==> src/rtl/osc_mode_pkg.sv <==
// Constants and types for oscillator mode and clock source selection
package osc_mode_pkg;
    // Mode codes of the static three-bit configuration field
    localparam logic [2:0] MODE_LOW_POWER = 3'h0;
    localparam logic [2:0] MODE_CRYSTAL = 3'h1;
    localparam logic [2:0] MODE_HIGH_SPEED = 3'h2;
    localparam logic [2:0] MODE_RES_CAP = 3'h3;
    localparam logic [2:0] MODE_EXT_CLOCK = 3'h4;
    localparam logic [2:0] MODE_EXT_CLOCK_IO = 3'h5;
    localparam logic [2:0] MODE_HIGH_SPEED_PLL = 3'h6;
    localparam logic [2:0] MODE_RES_CAP_IO = 3'h7;

    localparam logic [2:0] PLL_RATIO_ON = 3'h4;
    localparam logic [2:0] PLL_RATIO_OFF = 3'h1;
    localparam logic [3:0] SWITCH_EDGES = 4'h8;

    // Timing
    localparam int CLK_PERIOD_NS = 100;
    localparam int EXT_STARTUP_NS = 1500;
    localparam int PLL_LOCK_US = 2000;
    localparam int TIMER_W = 15;
    // Two state edges after reset eat into the start-up budget
    localparam int STARTUP_STATE_EDGES = 2;
    localparam logic [TIMER_W-1:0] EXT_STARTUP_CYCLES =
        TIMER_W'(EXT_STARTUP_NS / CLK_PERIOD_NS - STARTUP_STATE_EDGES);
    localparam int PLL_LOCK_CYCLES = PLL_LOCK_US * 1000 / CLK_PERIOD_NS;

    // Reset values
    localparam logic RESET_SELECT = 1'b0;
    localparam logic RESET_HOLD = 1'b1;

    typedef enum logic [3:0] {
        FSM_STARTUP = 4'h1,
        FSM_RUN = 4'h2,
        FSM_SWITCH = 4'h4,
        FSM_LOCK = 4'h8
    } fsm_type;

    typedef struct packed {
        logic stage1;
        logic stage2;
        logic prev;
    } sync_type;

    typedef struct packed {
        fsm_type fsm;
        logic [2:0] mode;
        logic pllOn;
        logic [2:0] pllRatio;
        logic clkSel;
        logic target;
        logic [3:0] edgeCount;
        logic [TIMER_W-1:0] timer;
        logic hold;
        logic divCount;
        logic divOut;
        logic pinOut;
        logic pinOeN;
        logic feedbackOn;
    } state_type;
endpackage

==> src/rtl/oscillator_mode_and_pll_select.sv <==
// Oscillator mode decode, PLL gating, lock timer and clock source switch
`timescale 1ns/1ns
module oscillator_mode_and_pll_select #(
    parameter int PLL_LOCK_CYCLES = osc_mode_pkg::PLL_LOCK_CYCLES
) (
    input wire logic sys_clk,
    input wire logic rst,
    input wire logic [2:0] osc_mode_field,
    input wire logic clock_switch_enable_n,
    input wire logic auxOscEnable,
    input wire logic aux_timer_oscillator,
    input wire logic osc_in_pin,
    input wire logic selectWrite,
    input wire logic selectWriteData,
    input wire logic port_a_bit_six,
    input wire logic portABitSixOeN,
    output logic osc_out_pin,
    output logic oscOutPinOeN,
    output logic system_clock_select,
    output logic pllEnable,
    output logic [2:0] pllRatio,
    output logic feedbackEnable,
    output logic executionHold
);
    localparam logic [osc_mode_pkg::TIMER_W-1:0] PLL_LOAD =
        osc_mode_pkg::TIMER_W'(PLL_LOCK_CYCLES);

    osc_mode_pkg::state_type s;
    osc_mode_pkg::state_type next_s;
    logic oscRise;
    logic auxRise;
    logic srcRise;
    logic isPll;
    logic isExtClk;
    logic switchAllowed;

    // Sampled clocks only suit sources well below half of sys_clk
    osc_pin_sync oscSync (
        .sys_clk(sys_clk),
        .rst(rst),
        .pinIn(osc_in_pin),
        .level(),
        .rise(oscRise)
    );

    osc_pin_sync auxSync (
        .sys_clk(sys_clk),
        .rst(rst),
        .pinIn(aux_timer_oscillator),
        .level(),
        .rise(auxRise)
    );

    assign isPll = (osc_mode_field == osc_mode_pkg::MODE_HIGH_SPEED_PLL);
    assign isExtClk = (osc_mode_field == osc_mode_pkg::MODE_EXT_CLOCK) ||
        (osc_mode_field == osc_mode_pkg::MODE_EXT_CLOCK_IO);
    assign switchAllowed = !clock_switch_enable_n && auxOscEnable;
    assign srcRise = s.target ? auxRise : oscRise;

    always_comb begin
        next_s = s;
        case (s.fsm)
            osc_mode_pkg::FSM_STARTUP: begin
                // Field only sampled here, so it acts as a strap
                next_s.mode = osc_mode_field;
                next_s.pllOn = isPll;
                next_s.pllRatio = isPll ? osc_mode_pkg::PLL_RATIO_ON :
                    osc_mode_pkg::PLL_RATIO_OFF;
                next_s.hold = 1'b1;
                if (isPll) begin
                    next_s.timer = PLL_LOAD;
                end else if (isExtClk) begin
                    // Budget counts from reset release, state edges included
                    next_s.timer = osc_mode_pkg::EXT_STARTUP_CYCLES;
                end else begin
                    next_s.timer = '0;
                end
                next_s.fsm = osc_mode_pkg::FSM_LOCK;
            end
            osc_mode_pkg::FSM_LOCK: begin
                if (s.timer == '0) begin
                    next_s.hold = 1'b0;
                    next_s.fsm = osc_mode_pkg::FSM_RUN;
                end else begin
                    next_s.timer = s.timer - 1'b1;
                end
            end
            osc_mode_pkg::FSM_RUN: begin
                if (selectWrite && selectWriteData && !s.clkSel) begin
                    if (switchAllowed) begin
                        next_s.target = 1'b1;
                        next_s.edgeCount = '0;
                        next_s.hold = 1'b1;
                        next_s.fsm = osc_mode_pkg::FSM_SWITCH;
                    end else begin
                        next_s.clkSel = 1'b0;
                    end
                end else if (selectWrite && !selectWriteData && s.clkSel) begin
                    next_s.target = 1'b0;
                    next_s.edgeCount = '0;
                    next_s.hold = 1'b1;
                    next_s.fsm = osc_mode_pkg::FSM_SWITCH;
                end
            end
            osc_mode_pkg::FSM_SWITCH: begin
                if (srcRise) begin
                    if (s.edgeCount == osc_mode_pkg::SWITCH_EDGES - 4'h1) begin
                        next_s.clkSel = s.target;
                        if (s.target) begin
                            next_s.hold = 1'b0;
                            next_s.fsm = osc_mode_pkg::FSM_RUN;
                        end else begin
                            // Back on main: PLL may be re-decided
                            next_s.fsm = osc_mode_pkg::FSM_STARTUP;
                        end
                    end else begin
                        next_s.edgeCount = s.edgeCount + 4'h1;
                    end
                end
            end
            default: begin
                next_s.fsm = osc_mode_pkg::FSM_STARTUP;
            end
        endcase

        if (oscRise) begin
            next_s.divCount = ~s.divCount;
            if (s.divCount) begin
                next_s.divOut = ~s.divOut;
            end
        end

        // Pin function and amplifier decode
        case (s.mode)
            osc_mode_pkg::MODE_RES_CAP,
            osc_mode_pkg::MODE_EXT_CLOCK: begin
                next_s.pinOut = s.divOut;
                next_s.pinOeN = 1'b0;
                next_s.feedbackOn = 1'b0;
            end
            osc_mode_pkg::MODE_RES_CAP_IO,
            osc_mode_pkg::MODE_EXT_CLOCK_IO: begin
                next_s.pinOut = port_a_bit_six;
                next_s.pinOeN = portABitSixOeN;
                next_s.feedbackOn = 1'b0;
            end
            default: begin
                // Pin left to crystal in all four crystal modes, PLL mode included
                next_s.pinOut = 1'b0;
                next_s.pinOeN = 1'b1;
                next_s.feedbackOn = 1'b1;
            end
        endcase
        if (s.fsm == osc_mode_pkg::FSM_STARTUP) begin
            next_s.pinOeN = 1'b1;
            next_s.feedbackOn = 1'b0;
        end
    end

    always_ff @(posedge sys_clk or posedge rst) begin
        if (rst) begin
            s <= '0;
            s.fsm <= osc_mode_pkg::FSM_STARTUP;
            s.pllRatio <= osc_mode_pkg::PLL_RATIO_OFF;
            s.clkSel <= osc_mode_pkg::RESET_SELECT;
            s.hold <= osc_mode_pkg::RESET_HOLD;
            s.pinOeN <= 1'b1;
        end else begin
            s <= next_s;
        end
    end

    assign osc_out_pin = s.pinOut;
    assign oscOutPinOeN = s.pinOeN;
    assign system_clock_select = s.clkSel;
    assign pllEnable = s.pllOn;
    assign pllRatio = s.pllRatio;
    assign feedbackEnable = s.feedbackOn;
    assign executionHold = s.hold;

    pll_mode_only_a: assert property (
        @(posedge sys_clk) disable iff (rst)
        s.pllOn |-> s.mode == osc_mode_pkg::MODE_HIGH_SPEED_PLL)
        else $error("PLL on outside PLL mode");
    mode_static_a: assert property (
        @(posedge sys_clk) disable iff (rst)
        s.fsm == osc_mode_pkg::FSM_RUN |=> $stable(s.mode))
        else $error("Mode changed while running");
    pll_steady_a: assert property (
        @(posedge sys_clk) disable iff (rst)
        s.fsm != osc_mode_pkg::FSM_STARTUP |=> $stable(pllEnable))
        else $error("PLL enable changed in operation");
    lock_hold_a: assert property (
        @(posedge sys_clk) disable iff (rst)
        $rose(s.fsm == osc_mode_pkg::FSM_LOCK) && s.pllOn |->
        executionHold [*8])
        else $error("Execution released before PLL lock");
    ratio_four_a: assert property (
        @(posedge sys_clk) disable iff (rst)
        s.fsm == osc_mode_pkg::FSM_RUN |->
        (pllRatio == 3'h4) == pllEnable)
        else $error("PLL ratio wrong");
    ignored_write_a: assert property (
        @(posedge sys_clk) disable iff (rst)
        s.fsm == osc_mode_pkg::FSM_RUN && !s.clkSel && selectWrite &&
        selectWriteData && !switchAllowed |=>
        !system_clock_select && s.fsm == osc_mode_pkg::FSM_RUN)
        else $error("Forbidden select write took effect");
    switch_gate_a: assert property (
        @(posedge sys_clk) disable iff (rst)
        $rose(system_clock_select) |->
        !$past(clock_switch_enable_n, 9))
        else $error("Switch without enable");
    eight_edges_a: assert property (
        @(posedge sys_clk) disable iff (rst)
        $changed(system_clock_select) |->
        $past(s.edgeCount) == 4'h7 && $past(srcRise))
        else $error("Switch before eight edges");
    ext_feedback_a: assert property (
        @(posedge sys_clk) disable iff (rst)
        s.fsm == osc_mode_pkg::FSM_RUN &&
        (s.mode == osc_mode_pkg::MODE_EXT_CLOCK ||
        s.mode == osc_mode_pkg::MODE_EXT_CLOCK_IO) |-> !feedbackEnable)
        else $error("Feedback on with outside clock");
    ext_startup_a: assert property (
        @(posedge sys_clk) disable iff (rst)
        $rose(s.fsm == osc_mode_pkg::FSM_LOCK) && !s.pllOn |->
        ##[1:16] !executionHold)
        else $error("Start-up too long");
    div_out_a: assert property (
        @(posedge sys_clk) disable iff (rst)
        s.fsm == osc_mode_pkg::FSM_RUN &&
        (s.mode == osc_mode_pkg::MODE_RES_CAP ||
        s.mode == osc_mode_pkg::MODE_EXT_CLOCK) |=>
        !oscOutPinOeN && osc_out_pin == $past(s.divOut))
        else $error("Divided clock not on output pin");
    io_pin_a: assert property (
        @(posedge sys_clk) disable iff (rst)
        s.fsm == osc_mode_pkg::FSM_RUN &&
        (s.mode == osc_mode_pkg::MODE_RES_CAP_IO ||
        s.mode == osc_mode_pkg::MODE_EXT_CLOCK_IO) |=>
        osc_out_pin == $past(port_a_bit_six))
        else $error("Output pin not port bit");

    to_aux_c: cover property (@(posedge sys_clk) disable iff (rst)
        $rose(system_clock_select));
    to_main_c: cover property (@(posedge sys_clk) disable iff (rst)
        $fell(system_clock_select));
    pll_lock_c: cover property (@(posedge sys_clk) disable iff (rst)
        pllEnable && $fell(executionHold));
endmodule

==> src/rtl/osc_pin_sync.sv <==
// Two-stage synchroniser with rising-edge detect for a pin or foreign clock
`timescale 1ns/1ns
module osc_pin_sync (
    input wire logic sys_clk,
    input wire logic rst,
    input wire logic pinIn,
    output logic level,
    output logic rise
);
    osc_mode_pkg::sync_type s;
    osc_mode_pkg::sync_type next_s;

    always_comb begin
        next_s = s;
        next_s.stage1 = pinIn;
        next_s.stage2 = s.stage1;
        next_s.prev = s.stage2;
    end

    always_ff @(posedge sys_clk or posedge rst) begin
        if (rst) begin
            s <= '0;
        end else begin
            s <= next_s;
        end
    end

    assign level = s.stage2;
    assign rise = s.stage2 & ~s.prev;
endmodule

==> config.mk <==
export PLATFORM = sky130hd
export DESIGN_NAME = oscillator_mode_and_pll_select
export DESIGN_NICKNAME = d
export VERILOG_FILES = /design/src/rtl/osc_mode_pkg.sv /design/src/rtl/oscillator_mode_and_pll_select.sv /design/src/rtl/osc_pin_sync.sv
export SDC_FILE = /design/constraint.sdc
export NUM_CORES = 1
export LEC_CHECK = 0
export BUFFER_PORTS_ARGS = -buffer_cell sky130_fd_sc_hd__buf_2
export CORE_MARGIN = 2
export CORE_UTILIZATION = 40
export CTS_CLUSTER_SIZE = 30
export DETAILED_ROUTE_END_ITERATION = 8
export SKIP_LAST_GASP = 1
export SLEW_MARGIN = 30
export SYNTH_ARGS = -nofsm -noshare
export SYNTH_HDL_FRONTEND = slang
export SYNTH_SLANG_ARGS = --single-unit
==> constraint.sdc <==
create_clock -name sys_clk -period 3.24 [get_ports sys_clk]
set_clock_uncertainty 0.05 [all_clocks]
set_input_delay 0 -clock sys_clk [delete_from_list [all_inputs] [get_ports sys_clk]]
set_output_delay 0 -clock sys_clk [all_outputs]
set_load 0.005 [all_outputs]
; Word-level counts from Yosys, hierarchy flattened
; Index checks and enable logic that the tools add are counted.
[op_classes]
bitwise_logic = 6
n_addsub = 2
n_eq_ne = 23
n_reduce_logical = 23
mux = 35
[op_table]
columns = cell, count
row1 = two-way mux 4 bit, 9
row2 = two-way mux 15 bit, 2
row3 = case mux 15 bit (2 select lines), 1
row4 = "equality test 3 bit, second input constant", 6
row5 = "!= test 2 bit, second input constant", 9
row6 = case mux 4 bit (4 select lines), 1
row7 = logical NOT 15 bit, 1
row8 = two-way mux 5 bit, 3
row9 = AND reduction 5 bit, 3
row10 = "subtractor 15 x 1 -> 15 bit, second input constant", 1
row11 = two-way mux 1 bit, 12
row12 = "equality test 4 x 3 -> 1 bit, second input constant", 2
row13 = case mux 4 bit (2 select lines), 1
row14 = AND reduction 7 bit, 1
row15 = "!= test 3 bit, second input constant", 2
row16 = case mux 3 bit (2 select lines), 1
row17 = nonzero test 2 bit, 3
row18 = logical AND 1 bit, 5
row19 = "adder 4 x 1 -> 4 bit, second input constant", 1
row20 = "equality test 4 x 1 -> 1 bit, second input constant", 1
row21 = "equality test 4 x 2 -> 1 bit, second input constant", 1
row22 = "equality test 4 bit, second input constant", 1
row23 = two-way mux 2 bit, 2
row24 = NOT 1 bit, 4
row25 = other kinds (11), 16
[totals]
inputBits = 13
word_cells = 109
output_inout_bits = 9
ff_bits = 44

; Depth between registers and ports, before layout
; Gate-level depths: netlist of the first run.
[logic_depth]
depth_word = 6
mapped_depth = 8
depth_no_buf = 7

; Modules after synthesis
; A second synthesis of the first run with hierarchy kept.
[unflattened]
hier_cells = 233
area_unflattened_um2 = 2339.7
[by_module_without_submodules]
columns = mod, instances, area_each_um2, seq_area_each_um2, cells_each
row1 = oscillator_mode_and_pll_select, 1, 2154.6, 905.9, 223
row2 = osc_pin_sync, 2, 92.6, 75.1, 5

; Worst setup path before layout of the first run
; No wires, ideal clock.
[synth_timing]
path_type = flip-flop to flip-flop
from = register s[37] (netlist name)
to = register s, in the netlist executionHold
stages_incl_launch_ff = 7
path_slack_ns = 1.297
required_time_ns = 3.108
synth_period_minus_slack_ns = 1.943
t_arrival_ns = 1.811
path_buffers = 1
path_cell_list = dfrtp_1 -> buf_2 -> or4b_1 -> a311o_1 -> o21ai_1 -> nand3b_1 -> mux2_2
[synth_between]
elab_chain_len = 3
[synth_lines]
columns = item, line_no
row1 = start: declaration, oscillator_mode_and_pll_select.sv:28  ; osc_mode_pkg::state_type s;
row2 = start signal: assignment, oscillator_mode_and_pll_select.sv:169  ; s <= next_s;
row3 = "equality test 4 x 2 -> 1 bit, or another cell as far along", oscillator_mode_and_pll_select.sv:62  ; case (s.fsm)
row4 = "!= test 3 bit (no line), or another cell as far along", --
row5 = AND reduction 7 bit (no line), --
; Several ways; a longest one is shown, not always the timed one.
; A chain may end at the register's enable or synchronous reset.

; Final worst setup path of the first run
[layout_timing]
from = register s[6] (netlist name)
to = register s[15] (netlist name)
[layout_between]
elab_chain_len = 3
[layout_lines]
columns = item, line_no
row1 = subtractor 15 x 1 -> 15 bit or logical NOT 15 bit (tied branches), "oscillator_mode_and_pll_select.sv:85, oscillator_mode_and_pll_select.sv:81"
row2 = two-way mux 15 bit or != test 2 bit (tied branches), --
row3 = case mux 15 bit (2 select lines) or AND reduction 2 bit (tied branches), --
; Several ways; a longest one is shown, not always the timed one. The select of a mux whose other input is x is not followed.

==> run_results.csv, run 1 <==
group,metric,value,unit
critical_path,critPathMaxStageDelay,0.60,ns
global_route,grt_max_degree,43,
critical_path,r2r-end,"s[15]",
placement,gp_congestion,0.750,
power_and_ir_drop,cellLeakagePower,1.08,nW
clock_tree,post_cts_resized,0,
clock_tree,htree_levels,2,
timing,fmax,429,MHz
synthesis,synth-edff-count,0,
run,drv_cap,0,
timing,layout_setup_ws,0.907,ns
critical_path,crit_fanout,15,
timing,slew_headroom,0.486,
detailed_routing,drt_iter0_drc,107,
timing,final.setup.tns,0,ns
power_and_ir_drop,ir_drop,0.298,mV
die,ios,22,
layout,layout_commonest_cell,"dfrtp_1",
synthesis,avgSynthCellArea,10.1,um^2
synthesis,synth_top_area_frac,0.442,
synthesis,ys.flop_type,"dfrtp_1",
critical_path,crit_cells,7,
synthesis,syn_inst,213,
detailed_routing,drt-pass1-iter-count,4,
synthesis,syn_nets,228,
status,status,"finished, final reports clean",
timing,period_share,0.720,
critical_path,critPathBufInv,1,
hold_path,hold_class,"in -> reg",
clock_tree,clk_pin_slew_worst_paths,0.08,ns
detailed_routing,wl_per_cell,14.1,um
critical_path,path_delay_family,"compound AO/OA/AOI/OAI gates",
die,fp.dieW,77.3,um
clock_tree,ctsHoldBuffers,10,
global_route,track_usage,0.162,
placement,place_area,2310,um^2
placement,dp_hpwl,2.99,mm
layout,fin_area,2520,um^2
synthesis,async_flop_share,1.00,
die,dieArea,5980,um^2
synthesis,synthDistinctLibCells,52,
clock_tree,post-cts-setup-buffers,0,
timing,setup-violations-final,0,
detailed_routing,viasPerCell,5.44,
critical_path,arrival,2.48,ns
critical_path,rrSetupSlack,0.91,ns
power_and_ir_drop,powerDensity,905,nW/um^2
layout,final_cell_mix,"dfrtp_1, nand2_1, buf_2",
timing,finalCriticalPeriod,2.33,ns
critical_path,cp-end-kind,"register",
clock_tree,cts_root_buf,"clkbuf_8",
die,die_h,77.3,um
critical_path,setup.worst_path.start,"s[6]",
synthesis,synth_area,2150,um^2
timing,rsz0062_at_grt,"false",
die,rows,26,
die,initial_core_util,0.418,
detailed_routing,ant_nets,0,
synthesis,synth_top_area_cell,"dfrtp_1",
clock_tree,clockBufferDepth,2,
global_route,gr-total-overflow,0,
synthesis,synth_area_leaders,"dfrtp_1, dfstp_2, nand2_1",
critical_path,r2r-start,"s[6]",
critical_path,critical_path_class,"reg -> reg",
layout,diodes,0,
critical_path,path_cells,"inv_1 -> ha_1 -> nor3b_1 -> nand4_1 -> a21oi_2 -> nor2_1 -> o22a_1",
synthesis,seq_area_frac_synth,0.491,
placement,io_buffer_count,20,
detailed_routing,vias,1703,
clock_tree,clk_latency,0.30,ns
synthesis,ys_warn_count,0,
timing,final_max_slew_viol_count,0,
critical_path,start_kind,"register",
clock_tree,cts_tree,"yes",
placement,pre_cts_slack,0.960,ns
global_route,antenna_found_initial,0,
critical_path,reg2reg_depth,7,
layout,drive_gt1_frac,0.193,
layout,fin_util,0.490,
critical_path,critPathRequiredTime,3.39,ns
layout,syn2layout_area_growth,17.2,%
critical_path,slowest_stage,"a21oi_2",
detailed_routing,drc,0,
detailed_routing,finalWirelength,4.42,mm
clock_tree,numCtsBuffers,5,
layout,nets,257,
global_route,grt_first_pass_wirelength,7.65,mm
timing,hold_viol,0,
synthesis,ys_ff_latch,42,
die,core,5140,um^2
timing,worstMarginPinSlew,0.760,ns
clock_tree,clock-sinks,42,
critical_path,endpoint,"s[15]",
power_and_ir_drop,power.total,0.00228,W
global_route,grt_pass1_vias,1592,
-- report_power, final --
| part | switching [W] | total [W] | internal (W) |
|---|---|---|---|
| clock | 0.000189 | 0.000420 | 0.000231 |
| combinational | 0.000506 | 0.000929 | 0.000423 |
| sequential | 0.000208 | 0.000929 | 0.000721 |
| total | 0.000904 | 0.00228 | 0.00137 |
-- through the flow --
stage	hold slack, ns	cells
2_1_floorplan	-0.0186	213
3_3_place_gp	0.0587	295
3_5_place_dp	0.0593	295
4_1_cts	0.117	313
5_1_grt	0.117	313
6_report	0.132	313
-- Yosys cell counts (all sizes together), types with 2 or more instances --
cell	number
o22a	5
a41oi	3
dfstp	4
xnor2	3
o21ai	10
o31ai	5
nand3b	6
nand4	2
nand2	21
or3	4
clkbuf	4
nand4b	2
nor4	5
a31oi	2
and3	2
ha	2
a2bb2oi	2
dfrtp	38
a21oi	11
o22ai	2
buf	7
nor4b	5
nand2b	2
nand3	8
or4	2
or4b	4
nor2	19
xor2	5
inv	7
nor3b	2
nor3	4
-- flip-flops by register name, indices dropped and copies added, names as in the netlist --
signal,cells
auxSync.level,1
auxSync.next_s,1
auxSync.s,1
executionHold,1
feedbackEnable,1
oscOutPinOeN,1
oscSync.level,1
oscSync.next_s,1
oscSync.s,1
osc_out_pin,1
pllRatio,2
s,29
system_clock_select,1
-- routing by layer --
metal  routed length (um)  part of all wire  GRT usage  vias to the layer above
met5                    0                 0          0                        -
met4                   58             0.013     0.0482                        0
met3                  201             0.045     0.0459                        5
met2                 1960              0.44      0.239                       35
met1                 2200              0.50      0.232                      825
li1                     -                 -          -                      838
-- cell families (layout without fill, tap and decap cells) --
family / count (synthesis) / after routing / share of synthesized area
AND/OR/NAND/NOR: 92 / 92 / 0.260
AO/OA/AOI/OAI: 49 / 49 / 0.158
flip-flops: 42 / 42 / 0.491
buffers and inverters: 18 / 48 / 0.0402
XOR/XNOR: 8 / 8 / 0.0326
adder cells (fa/ha/maj): 2 / 2 / 0.0116
other: 1 / 1 / 0.00174
multiplexers: 1 / 1 / 0.00524
-- layout make-up --
class	count	area, um^2
Clock buffer	5	68.8
Tap cell	70	87.6
Sequential cell	42	1060
Timing Repair Buffer	33	223
Clock inverter	3	43.8
Fill cell	500	2620
Inverter	7	26.3
Multi-Input combinational cell	153	1010
-- worst min-delay path by stage --
| stage | start | depth (start not counted) | endpoint | slack (ns) |
|---|---|---|---|---|
| 2_1_floorplan | aux_timer_oscillator | 0 | auxSync.next_s[1] | -0.02 |
| 6_report | selectWrite | 4 | s[36] | 0.13 |
| 4_1_cts | selectWrite | 4 | s[36] | 0.12 |
| 3_5_place_dp | aux_timer_oscillator | 1 | auxSync.next_s[1] | 0.06 |
| 3_3_place_gp | aux_timer_oscillator | 1 | auxSync.next_s[1] | 0.06 |
| 5_1_grt | selectWrite | 4 | s[36] | 0.12 |
-- worst register-to-register path, delay by kind of cell, from the launching register on --
kind | cells | cell delay [ns]
AND/OR/NAND/NOR | 3 | 0.58
adder cells (fa/ha/maj) | 1 | 0.25
buffers and inverters | 1 | 0.10
flip-flops | 1 | 0.45
AO/OA/AOI/OAI | 2 | 0.79
No activity file was read; power rests on OpenSTA's default activity.
==> run 2: changes to the inputs <==
==> constraint.sdc (replaced) <==
create_clock -name sys_clk -period 1.9 [get_ports sys_clk]
set_clock_uncertainty 0.05 [all_clocks]
set_input_delay 0 -clock sys_clk [delete_from_list [all_inputs] [get_ports sys_clk]]
set_output_delay 0 -clock sys_clk [all_outputs]
set_load 0.005 [all_outputs]
==> run 2 against run 1 <==
Effect of this change:
- hold slack gained 0.15 ns
- the flow now finishes with violations (negative setup slack)
- critical endpoint is now s[19]
- clock-buffer cell count grew 1
- design area grew 21%
- critical path depth is the same
- largest cell class is now multi-input combinational cells
- highest routed layer unchanged
==> run_results.csv, run 2 (synthesized netlist as in run 1, its figures left out) <==
group,metric,value,unit
clock_tree,clk_latency,0.30,ns
timing,finalCriticalPeriod,1.93,ns
timing,setup-violations-final,1,
layout,n_fill_cell,459,
timing,worstMarginPinSlew,0.548,ns
layout,drive_gt1_frac,0.401,
clock_tree,clock-sinks,42,
layout,fin_area,3050,um^2
global_route,track_usage,0.183,
placement,dp_hpwl,3.44,mm
detailed_routing,finalWirelength,5.09,mm
clock_tree,clk_pin_slew_worst_paths,0.08,ns
layout,finalNonFillerCells,367,
critical_path,critPathRequiredTime,2.03,ns
die,fp.dieW,77.3,um
run,drv_cap,0,
clock_tree,numCtsBuffers,5,
clock_tree,cts_tree,"yes",
timing,period_share,1.02,
global_route,gr-total-overflow,0,
hold_path,min_from,"aux_timer_oscillator",
critical_path,crit_fanout,3,
timing,rsz0062_at_grt,"true",
layout,syn2layout_area_growth,42.0,%
timing,hold_viol,0,
critical_path,arrival,2.06,ns
layout,final_cell_mix,"buf_4, dfrtp_1, nand2_1, buf_2, nor2_1",
critical_path,reg2reg_depth,7,
timing,slew_headroom,0.635,
power_and_ir_drop,ir_drop,0.571,mV
layout,largest-register,"s",
detailed_routing,drt_iter0_drc,72,
global_route,grt_max_degree,43,
layout,nets,311,
global_route,antenna_found_initial,0,
die,rows,26,
clock_tree,htree_levels,2,
die,die_h,77.3,um
critical_path,cp-end-kind,"register",
placement,io_buffer_count,20,
hold_path,hold_class,"in -> reg",
die,core,5140,um^2
detailed_routing,drt-pass1-iter-count,4,
detailed_routing,viasPerCell,5.23,
placement,place_area,2660,um^2
power_and_ir_drop,cellLeakagePower,1.37,nW
placement,gp_congestion,0.784,
clock_tree,clockBufferDepth,2,
layout,diodes,0,
timing,layout_setup_ws,-0.0287,ns
critical_path,rrSetupSlack,-0.03,ns
placement,pre_cts_slack,-0.0456,ns
detailed_routing,wl_per_cell,13.9,um
placement,post-place-cells,341,
timing,final_max_slew_viol_count,0,
power_and_ir_drop,powerDensity,1610,nW/um^2
layout,multi_input_area,1120,um^2
status,status,"finished with violations",
critical_path,r2r-end,"s[19]",
status,violations,"negative setup slack",
die,ios,22,
detailed_routing,vias,1918,
timing,fmax,518,MHz
die,dieArea,5980,um^2
clock_tree,cts_root_buf,"clkbuf_8",
detailed_routing,drc,0,
global_route,grt_pass1_vias,1860,
die,initial_core_util,0.418,
critical_path,critical_path_class,"reg -> reg",
timing,whs,0.281,ns
critical_path,start_kind,"register",
critical_path,r2r-start,"s[13]",
detailed_routing,ant_nets,0,
hold_path,whs_endpoint,"auxSync.next_s[1]",
layout,top_regs,"s (29), pllRatio (2)",
hold_path,hold_path_depth,2,
layout,layout_commonest_cell,"buf_4",
layout,seq_area,1060,um^2
layout,largest_reg_flops,29,
global_route,grt_first_pass_wirelength,8.67,mm
[run 2: changes by cell type in the layout (fill, tap and decap cells not counted), sizes merged]
cell / before / now
clkinvlp: 0 / 1
inv: 8 / 7
buf: 23 / 77
clkbuf: 5 / 6
clkinv: 1 / 0
[run 2: repair_timing]
action,CTS,global route
hold endpoints to repair,46,0
buffers inserted,4,5
gates resized for setup,10,20
hold buffers,10,0
pin swaps,3,12
setup endpoints to repair,8,16
[run 2: per-stage QoR]
stage | util | setup TNS (ns) | total power (W)
2_1_floorplan | - | -0.0420 | 0.00280
3_3_place_gp | 0.517 | -0.0516 | 0.00372
3_5_place_dp | 0.517 | -0.171 | 0.00375
4_1_cts | 0.572 | -0.0348 | 0.00465
5_1_grt | 0.594 | -0.356 | 0.00528
6_report | 0.594 | -0.0287 | 0.00492
[run 2: report_power, final]
part           leakage (nW)  internal [W]  switching, W  total [W]
Clock                0.0514      0.000392      0.000316   0.000708
Combinational         0.800       0.00145       0.00126    0.00271
Sequential            0.515       0.00123      0.000263    0.00150
[run 2: worst max-delay path by stage]
stage,depth (start not counted),from,end,slack (ns)
final,7,s[13],s[19],-0.03
after global routing,7,s[13],s[19],-0.09
after CTS,5,s[34],executionHold,-0.03
after detailed placement,6,s[13],s[19],-0.05
after global placement,5,s[35],s[14],-0.03
after floorplan,6,s[37],executionHold,-0.04
[run 2: per-layer routing]
| metal | routed length, um | vias to the layer above | GRT usage |
|---|---|---|---|
| met2 | 2200 | 38 | 0.282 |
| met1 | 2600 | 925 | 0.257 |
| li1 | - | 945 | - |
| met4 | 108 | 0 | 0.0589 |
| met5 | 0 | - | 0 |
| met3 | 180 | 10 | 0.0388 |
[run 2: layout make-up]
class	instances	area share
clock buffer	6	0.0238
clock inverter	2	0.0123
inverter	7	0.00861
multi-input combinational	153	0.367
sequential	42	0.347
tap	70	0.0287
timing repair buffer	87	0.213
[run 2: worst max-delay path, stage by stage (launching register included)]
cell and delay (ns):
dfrtp_1 0.39, buf_6 0.12, or4_4 0.55, nor2_4 0.12, nand2_1 0.07, buf_4 0.15, o31ai_2 0.27, a21oi_2 0.09
==> run 3: changes to the inputs <==
==> constraint.sdc (replaced) <==
create_clock -name sys_clk -period 2.3 [get_ports sys_clk]
set_clock_uncertainty 0.05 [all_clocks]
set_input_delay 0 -clock sys_clk [delete_from_list [all_inputs] [get_ports sys_clk]]
set_output_delay 0 -clock sys_clk [all_outputs]
set_load 0.005 [all_outputs]
==> run 3 against run 2 <==
Effect of this change:
- the run now ends clean
- clock power decreased by 20%
- register-to-register slack improved by 0.27 ns
- routed wire length decreased by 15%
- first-iteration DRC count increased by 6.9%
==> run_results.csv, run 3 (synthesized netlist as in run 1, its figures left out) <==
group,metric,value,unit
layout,fin_area,2590,um^2
clock_tree,numCtsBuffers,5,
critical_path,r2r-end,"executionHold",
timing,finalCriticalPeriod,2.06,ns
status,status,"finished, final reports clean",
critical_path,critPathMaxStageDelay,0.55,ns
power_and_ir_drop,internal_power,0.00203,W
critical_path,critical_path_class,"reg -> reg",
detailed_routing,drt_iter0_drc,77,
placement,dp_hpwl,3.03,mm
detailed_routing,wl_met2,1.93,mm
detailed_routing,highest_layer,"met4",
power_and_ir_drop,power_frac_seq,0.392,
clock_tree,clk_pin_slew_worst_paths,0.08,ns
timing,final.setup.tns,0,ns
critical_path,slowest_stage,"or4b_1",
die,core,5140,um^2
critical_path,r2r-start,"s[36]",
detailed_routing,wl_per_cell,13.4,um
global_route,antenna_found_initial,0,
die,initial_core_util,0.418,
power_and_ir_drop,cellLeakagePower,1.12,nW
hold_path,whs_endpoint,"s[32]",
clock_tree,clk_latency,0.29,ns
timing,slew_headroom,0.645,
global_route,grt_max_degree,43,
critical_path,critPathBufInv,0,
layout,diodes,0,
power_and_ir_drop,power_frac_comb,0.435,
detailed_routing,drt-met1-wl,2.19,mm
die,rows,26,
detailed_routing,vias,1705,
global_route,grt_pass1_vias,1669,
critical_path,path_cells,"or4b_1 -> a311o_1 -> o21ai_1 -> nand3b_1 -> mux2_2",
global_route,track_usage,0.164,
clock_tree,post_cts_resized,0,
critical_path,start_kind,"register",
clock_tree,htree_levels,2,
timing,final_max_slew_viol_count,0,
hold_path,min_from,"osc_mode_field[1]",
timing,rsz0062_at_grt,"false",
run,drv_cap,0,
detailed_routing,met3_length,181,um
layout,fin_util,0.504,
hold_path,hold_path_depth,3,
hold_path,hold_class,"in -> reg",
die,fp.dieW,77.3,um
global_route,grt_first_pass_wirelength,7.85,mm
layout,largest-register,"s",
timing,worstMarginPinSlew,0.533,ns
layout,final_cell_mix,"dfrtp_1, nand2_1, buf_2",
power_and_ir_drop,clockPowerShare,0.173,
critical_path,cp-end-kind,"register",
detailed_routing,drc,0,
timing,setup-violations-final,0,
layout,syn2layout_area_growth,20.6,%
clock_tree,clock-sinks,42,
layout,nets,268,
detailed_routing,finalWirelength,4.35,mm
clock_tree,cts_root_buf,"clkbuf_8",
detailed_routing,ant_nets,0,
power_and_ir_drop,ir_drop,0.417,mV
die,ios,22,
critical_path,arrival,2.24,ns
placement,place_area,2400,um^2
critical_path,reg2reg_depth,5,
die,die_h,77.3,um
placement,io_buffer_count,20,
timing,hold_viol,0,
clock_tree,cts_tree,"yes",
critical_path,path_delay_family,"simple AND/OR/NAND/NOR gates",
critical_path,rrSetupSlack,0.24,ns
layout,top_regs,"s (29), pllRatio (2)",
global_route,gr-total-overflow,0,
placement,post-place-cells,307,
power_and_ir_drop,sw_frac_of_total,0.381,
layout,finalNonFillerCells,324,
layout,drive_gt1_frac,0.224,
critical_path,crit_fanout,9,
detailed_routing,viasPerCell,5.26,
critical_path,critPathRequiredTime,2.48,ns
power_and_ir_drop,powerDensity,1270,nW/um^2
timing,fmax,485,MHz
layout,largest_reg_flops,29,
die,dieArea,5980,um^2
placement,gp_congestion,0.768,
layout,layout_commonest_cell,"dfrtp_1",
clock_tree,clockBufferDepth,2,
detailed_routing,drt-pass1-iter-count,4,
timing,period_share,0.897,
power_and_ir_drop,power.switching,0.00125,W
run 3: changes by cell type in the layout (fill, tap and decap cells not counted), moves of 2 or more:
cell and delta:
a21oi_1 +2, a21oi_2 -2, buf_4 -36, buf_6 -6, dfrtp_1 +2, dfrtp_2 -2
nor4_1 +2, nor4_4 -2, o21ai_0 +2, or4_1 +2, or4_4 -2, or4b_1 +3
or4b_4 -3
run 3: worst max-delay path by stage:
stage	start	to	slack, ns	cells past startpoint
6_report	s[36]	executionHold	0.24	5
5_1_grt	s[12]	s[8]	0.07	6
4_1_cts	s[35]	executionHold	0.25	5
3_5_place_dp	s[35]	executionHold	0.27	5
3_3_place_gp	s[17]	s[17]	0.28	6
2_1_floorplan	s[37]	executionHold	0.36	6
run 3: timing repair:
action	in CTS	in global routing
hold endpoints to repair	46	0
setup buffers	0	0
hold buffers	9	0
run 3: worst register-to-register path, delay by kind of cell, from the launching register on:
kind / cells / cell delay (ns)
flip-flops: 1 / 0.48
multiplexers: 1 / 0.33
AO/OA/AOI/OAI: 2 / 0.44
AND/OR/NAND/NOR: 2 / 0.70
run 3: cell type report:
type,count,area (um^2)
fill,510,2550
sequential,42,1060
multi-input combinational,153,1010
timing repair buffer,44,303
tap,70,87.6
clock buffer,7,76.3
clock inverter,1,30.0
inverter,7,26.3
run 3: power by group through the flow:
stage | clock (W) | combinational (W) | sequential [W]
finish | 0.000568 | 0.00143 | 0.00129
global route | 0.000621 | 0.00162 | 0.00134
CTS | 0.000590 | 0.00144 | 0.00129
detailed placement | 0 | 0.00142 | 0.00130
global placement | 0 | 0.00141 | 0.00130
floorplan | 0 | 0.00108 | 0.00123
run 3: routing by layer:
metal  up-vias  GRT usage
met2        29      0.255
met4         0     0.0411
met1       812      0.228
li1        860          -
met3         4     0.0447
met5         -          0
run 3: through the flow:
step | power (W) | setup WS, ns | hold WS [ns]
floorplan | 0.00231 | 0.357 | -0.0186
global placement | 0.00271 | 0.275 | 0.0582
detailed placement | 0.00272 | 0.267 | 0.0609
CTS | 0.00332 | 0.246 | 0.0150
global route | 0.00358 | 0.0726 | 0.0306
finish | 0.00329 | 0.237 | 0.0160
